--- config.mk ---
export PLATFORM = sky130hd
export DESIGN_NAME = rac_right_adc_mix
export DESIGN_NICKNAME = d
export VERILOG_FILES = /design/src/rac_pkg.sv /design/src/rac_level_dec.sv /design/src/rac_right_adc_mix.sv
export SDC_FILE = /design/constraint.sdc
export NUM_CORES = 1
export LEC_CHECK = 0
export ABC_AREA = 1
export BUFFER_PORTS_ARGS = -buffer_cell sky130_fd_sc_hd__clkbuf_2
export CORE_ASPECT_RATIO = 0.5
export CORE_MARGIN = 3
export CORE_UTILIZATION = 36
export DETAILED_ROUTE_END_ITERATION = 8
export GPL_TIMING_DRIVEN = 0
export PLACE_DENSITY = 0.7
export SETUP_SLACK_MARGIN = 0.5
export SLEW_MARGIN = 15
export SYNTH_ARGS = -nofsm -noshare
export SYNTH_HDL_FRONTEND = slang
export SYNTH_SLANG_ARGS = --single-unit
--- constraint.sdc ---
create_clock -name core_clk -period 2.1 [get_ports core_clk]
set_input_delay 0.21 -clock core_clk [delete_from_list [all_inputs] [get_ports core_clk]]
set_output_delay 0.21 -clock core_clk [all_outputs]
set_load 0.01 [all_outputs]
--- src/rac_pkg.sv ---
// package for the right adc input mix control block
// assumes a single core clock and a register port inside the same domain
package rac_pkg;

	// ----------------------------------------
	// register offsets
	// ----------------------------------------
	localparam logic [6:0] OFS_LINE_ONE = 7'h16; // right_line_one_to_right_adc_ctrl
	localparam logic [6:0] OFS_LINE_TWO = 7'h17; // right_line_two_to_right_adc_ctrl

	// ----------------------------------------
	// field positions
	// ----------------------------------------
	localparam int RESV_BIT = 7;
	localparam int LVL_MSB = 6;
	localparam int LVL_LSB = 3;
	localparam int PWR_BIT = 2;
	localparam int BIAS_BIT = 2;
	localparam int SS_MSB = 1;
	localparam int SS_LSB = 0;

	// ----------------------------------------
	// reset values and codes
	// ----------------------------------------
	localparam logic RST_RESV = 1'h0;
	localparam logic [3:0] RST_LVL = 4'hf;
	localparam logic RST_PWR = 1'h0;
	localparam logic [1:0] RST_SS = 2'h0;
	localparam logic RST_BIAS = 1'h0;
	localparam logic [1:0] RST_RESV_LOW = 2'h0;
	localparam logic [3:0] LVL_LAST_GAIN = 4'h8; // -12 db, 1.5 db per step
	localparam logic [3:0] LVL_OFF = 4'hf;
	localparam logic [1:0] SS_EVERY = 2'h0;
	localparam logic [1:0] SS_EVERY_TWO = 2'h1;

	// ----------------------------------------
	// carriers
	// ----------------------------------------
	typedef struct packed {
		logic en;
		logic [6:0] addr;
		logic [7:0] data;
	} rac_wr_t;

	typedef struct packed {
		logic connect;
		logic [3:0] atten;
	} rac_mix_t;

endpackage : rac_pkg

--- src/rac_level_dec.sv ---
// level code decoder for one line input of the mixer
// assumes code comes from a register in the same clock domain
`timescale 1ns/100ps
module rac_level_dec (
	input wire logic [3:0] code, // input level code
	output rac_pkg::rac_mix_t mix // decoded connect and attenuation
);

	// gain codes connect, off and reserved codes leave the input open
	always_comb begin
		mix.connect = (code <= rac_pkg::LVL_LAST_GAIN);
		mix.atten = mix.connect ? code : 4'h0;
	end

endmodule : rac_level_dec

--- src/rac_right_adc_mix.sv ---
// right adc input mix control: two config registers, mixer steering, pga soft-step
// assumes fs_tick and pga_target come from logic on core_clk
`timescale 1ns/100ps
// Behaviour
// - level codes 0000 to 1000 give mixer gain 0 db down to -12 db in 1.5 db steps.
// - a gain code connects its line input to the right adc pga mixer.
// - code 1111 disconnects the input and both level fields reset to 1111.
// - bit 2 of the first register powers up the right adc channel and resets to 0.
// - soft-step code 00 steps once per sample, 01 once per two, 10 and 11 disable it.
// - bit 2 of the second register weakly biases unselected inputs and resets to 0.
// - bits 1 and 0 of the second register read 00 and the host writes only zeros.
module rac_right_adc_mix #(
	parameter int PGA_W = 7 // width of the pga gain code
) (
	input wire logic core_clk, // core clock, 25 mhz
	input wire logic arst_n, // async reset, active low
	input rac_pkg::rac_wr_t wr, // register write request
	input wire logic rd_en, // register read strobe
	input wire logic [6:0] rd_addr, // register read address
	output logic [7:0] rd_data, // read data, one cycle after rd_en
	input wire logic fs_tick, // one pulse per sample period
	input wire logic [PGA_W-1:0] pga_target, // programmed pga gain
	output rac_pkg::rac_mix_t line_one_mix, // right_line_input_one mixer control
	output rac_pkg::rac_mix_t line_two_mix, // right_line_input_two mixer control
	output logic adc_power_up, // right adc channel powered
	output logic weak_bias_en, // weak common-mode bias of unselected inputs
	output logic [PGA_W-1:0] pga_gain // applied pga gain
);

	// ----------------------------------------
	// elaboration checks
	// ----------------------------------------
	if (PGA_W < 1 || PGA_W > 16) begin : g_chk
		$error("PGA_W out of range");
	end

	// ----------------------------------------
	// register file
	// ----------------------------------------
	logic [7:0] reg_one_r, reg_one_nxt;
	logic [7:0] reg_two_r, reg_two_nxt;
	logic [7:0] rd_data_nxt;

	// writes store fields, reserved low bits of second register stay zero
	always_comb begin
		reg_one_nxt = reg_one_r;
		reg_two_nxt = reg_two_r;
		if (wr.en && wr.addr == rac_pkg::OFS_LINE_ONE) begin
			reg_one_nxt = wr.data;
		end
		if (wr.en && wr.addr == rac_pkg::OFS_LINE_TWO) begin
			reg_two_nxt = {wr.data[7:2], rac_pkg::RST_RESV_LOW};
		end
		rd_data_nxt = rd_data;
		if (rd_en) begin
			case (rd_addr)
				rac_pkg::OFS_LINE_ONE: rd_data_nxt = reg_one_r;
				rac_pkg::OFS_LINE_TWO: rd_data_nxt = {reg_two_r[7:2], 2'h0};
				default: rd_data_nxt = 8'h00;
			endcase
		end
	end

	// register storage with documented reset values
	always_ff @(posedge core_clk or negedge arst_n) begin
		if (!arst_n) begin
			reg_one_r <= {rac_pkg::RST_RESV, rac_pkg::RST_LVL, rac_pkg::RST_PWR,
				rac_pkg::RST_SS};
			reg_two_r <= {rac_pkg::RST_RESV, rac_pkg::RST_LVL, rac_pkg::RST_BIAS,
				rac_pkg::RST_RESV_LOW};
			rd_data <= 8'h00;
		end else begin
			reg_one_r <= reg_one_nxt;
			reg_two_r <= reg_two_nxt;
			rd_data <= rd_data_nxt;
		end
	end

	// ----------------------------------------
	// mixer steering and static controls
	// ----------------------------------------
	rac_pkg::rac_mix_t one_dec, two_dec;
	wire logic [1:0] ss_code = reg_one_r[rac_pkg::SS_MSB:rac_pkg::SS_LSB];

	rac_level_dec u_dec_one (
		.code(reg_one_r[rac_pkg::LVL_MSB:rac_pkg::LVL_LSB]),
		.mix(one_dec)
	);

	rac_level_dec u_dec_two (
		.code(reg_two_r[rac_pkg::LVL_MSB:rac_pkg::LVL_LSB]),
		.mix(two_dec)
	);

	// ----------------------------------------
	// pga soft-step
	// ----------------------------------------
	logic [PGA_W-1:0] gain_nxt;
	logic phase_r, phase_nxt;

	// step one code per interval, or follow target at once when disabled
	always_comb begin
		gain_nxt = pga_gain;
		phase_nxt = phase_r;
		if (ss_code[1]) begin
			gain_nxt = pga_target;
			phase_nxt = 1'b0;
		end else if (fs_tick) begin
			if (ss_code == rac_pkg::SS_EVERY || phase_r) begin
				if (pga_gain < pga_target) begin
					gain_nxt = pga_gain + PGA_W'(1);
				end else if (pga_gain > pga_target) begin
					gain_nxt = pga_gain - PGA_W'(1);
				end
			end
			phase_nxt = (ss_code == rac_pkg::SS_EVERY_TWO) ? ~phase_r : 1'b0;
		end
	end

	// output registers
	always_ff @(posedge core_clk or negedge arst_n) begin
		if (!arst_n) begin
			line_one_mix <= '0;
			line_two_mix <= '0;
			adc_power_up <= 1'b0;
			weak_bias_en <= 1'b0;
			pga_gain <= '0;
			phase_r <= 1'b0;
		end else begin
			line_one_mix <= one_dec;
			line_two_mix <= two_dec;
			adc_power_up <= reg_one_r[rac_pkg::PWR_BIT];
			weak_bias_en <= reg_two_r[rac_pkg::BIAS_BIT];
			pga_gain <= gain_nxt;
			phase_r <= phase_nxt;
		end
	end
endmodule : rac_right_adc_mix

==> flow_summary.ini <==
[run_status]
status = finished, violations left
violations = setup timing

[setup_path]
worst-setup-path-type = flip-flop to flip-flop
critical_path.top_delay_family = simple AND/OR/NAND/NOR gates
r2r_slack_ns = -0.07
worstPathArrival_ns = 2.38
crit_path_cell_trace = ha_4 > nand2_4 > inv_4 > a21oi_4 > nand2_8 > ha_4 > a21oi_4 > o21ai_0 > nor2_1 > nand3_1 > nand3_1 > nand2_1 > nand2_1
critPathSlowestCell = dfrtp_2
crit_fanout = 5
worst-path-buf-inv = 1
cpPeakStageDelay_ns = 0.42
cp.required_ns = 2.32
startpoint_type = flip-flop
cp-end-kind = flip-flop

[grt]
grt_pass1_wl_mm = 8.85
grt_use_total = 0.152
grt_pass1_vias = 1951
grt_overflow = 0
antenna_found_initial = 0
grt_max_degree = 43

[final_layout]
final_util = 0.539
diodes = 0
syn2layout_area_growth_pct = 38.1
drive_gt1_frac = 0.424
finalNetCount = 388

[logic_synthesis]
synth_area_leader_cell = dfrtp_1
synth_common_cells = nand2_1 (73), inv_1 (36), dfrtp_1 (34)
ys_types = 31
yosysTopAreaCellShare = 0.379
synth-seq-cells = 42
syn_area_um2 = 2240
postSynthCellCount = 260
synth_compound_area_frac = 0.132
synth_edf_count = 0
synth_mux_area_frac = 0
yosys.area_share.simple = 0.226
syn_nets = 307
synth_xor_area_frac = 0.0117
synth.top_cells.by_area = dfrtp_1 (38%), nand2_1 (12%), dfstp_2 (9.4%), ha_1 (6.7%), inv_1 (6.0%)
synthArstFlopShare = 1.00
avgSynthCellArea_um2 = 8.63
synth-main-ff-cell = dfrtp_1
yosysWarnings = 0
synth_fa_ha_area_frac = 0.0758
yosysMostFrequentCell = nand2_1
yosysSeqAreaShare = 0.473
synth_top_family_by_area = simple AND/OR/NAND/NOR gates

[sta]
period_share = 1.03
slew_headroom = 0.299
hold_viol_final = 0
setup_violations = 4
finClkSkew_ns = 0.00238
tightest_slew_ns = 1.05
fin_setup_tns_ns = -0.192
maxSlewViolCount = 0
worst_slack_ns = -0.0654
fmax_mhz = 462
grt_setup_unrepaired = true
fin_crit_ns = 2.17

[floorplanning]
pin_count = 61
core-area_um2 = 5750
rows = 19
initial_utilization = 0.390
dieArea_um2 = 7280
die_y_um = 61.8
die_w_um = 118

[routing]
drc = 0
firstDrtPassIters = 4
drtIter0Drc = 82
viasPerCell = 4.65
antenna_left = 0
routedWlPerCell_um = 12.7
num_vias = 1981
drt_wl_total_mm = 5.43

[power]
ir_drop_mv = 0.433
power_leakage_nw = 1.56
p_per_area_nw_per_um2 = 858
power_w = 0.00266

[place]
place_congestion = 0.837
portBuffers = 60
dp_slack_ns = -0.100
hpwl_mm = 4.06

[cts]
cts_buffers = 5
clk_pin_slew_ns = 0.06
cts_max_level = 2
cts_sinks = 42
clk_latency_ns = 0.28
cts_tree = done
clock_path_buffers = 2
root_buffer = clkbuf_16
hold_buffers = 0

[job]
maxCapViolCount = 0

[hold_path]
hold_path_class = input pin to async pin
[final cells by class]
cell class                 instances  area, µm²
inverter                          42        160
fill                             548       2650
sequential                        42       1070
buffer                             3       26.3
multi-input combinational        174       1190
clock inverter                     2       13.8
clock buffer                       6        129
timing repair buffer              73        405
tap                               84        105
[cells in the final DEF (no fill, tap or decap), types with 3 or more instances in the layout]
| cell type | count |
|---|---|
| o211ai_1 | 3 |
| nand2_4 | 3 |
| ha_4 | 9 |
| buf_6 | 4 |
| o21ai_2 | 12 |
| buf_4 | 11 |
| nand2_1 | 65 |
| inv_2 | 5 |
| inv_1 | 36 |
| ha_1 | 3 |
| nand3_1 | 11 |
| nor2_1 | 16 |
| a21oi_1 | 4 |
| dfstp_2 | 8 |
| o22ai_1 | 6 |
| o21ai_1 | 7 |
| clkbuf_16 | 5 |
| clkbuf_2 | 60 |
| dfrtp_1 | 28 |
| dfrtp_2 | 6 |
| nand4_1 | 3 |
| nand2_2 | 8 |
[worst register-to-register path: stages, from the launching register on]
cell     delay, ns
dfrtp_2       0.42
ha_4          0.23
nand2_4       0.09
inv_4         0.04
a21oi_4       0.26
nand2_8       0.12
ha_4          0.28
a21oi_4       0.18
o21ai_0       0.09
nor2_1        0.12
nand3_1       0.08
nand3_1       0.08
nand2_1       0.06
nand2_1       0.05
[metal layers]
metal,global-route usage,vias up,routed length [µm]
li1,-,998,-
met1,0.165,943,2230
met2,0.321,35,2990
met3,0.0271,5,159
met4,0.0367,0,42
met5,0,-,0
[per-stage QoR]
step                area (µm²)  instances  hold WS (ns)
floorplan                 2400        260       -0.0856
global route              3100        426         0.171
CTS                       3050        422         0.146
detailed placement        2800        404         0.396
global placement          2800        404         0.391
finish                    3100        426         0.113
[cell families (layout without fill, tap and decap cells)]
kind of cell             count (synthesis)  after routing
adder cells (fa/ha/maj)                 13             13
AO/OA/AOI/OAI                           41             41
flip-flops                              42             42
buffers and inverters                   45            126
AND/OR/NAND/NOR                        116            117
XOR/XNOR                                 3              3
[sequential cells by signal, summed over array words and instances (netlist names)]
| signal | flops |
|---|---|
| rd_data | 8 |
| adc_power_up | 1 |
| reg_two_r | 6 |
| line_two_mix | 5 |
| line_one_mix | 5 |
| pga_gain | 7 |
| reg_one_r | 8 |
| phase_r | 1 |
| weak_bias_en | 1 |
[power breakdown]
part / switching (W) / internal (W)
clock: 0.000306 / 0.000441
sequential: 0.0000522 / 0.000889
combinational: 0.000506 / 0.000464
total: 0.000864 / 0.00179
[what timing repair did]
| action | CTS | global route |
|---|---|---|
| pin swaps | 7 | 4 |
| resized for setup | 7 | 4 |
| setup endpoints to repair | 7 | 7 |
| buffers inserted | 9 | 4 |
| cloned | 1 | 0 |
[final timing paths]
path,start,cells after the start,endpoint
setup / recovery,pga_gain[6],13,pga_gain[6]
hold / removal,arst_n,1,pga_gain[5]
setup reg to reg,pga_gain[6],13,pga_gain[6]
hold reg to reg,reg_one_r[2],0,adc_power_up
max in group asynchronous,arst_n,1,pga_gain[1]
min in group core_clk,wr[6],3,reg_one_r[6]
Note: power is estimated with default switching activity, not from simulation.
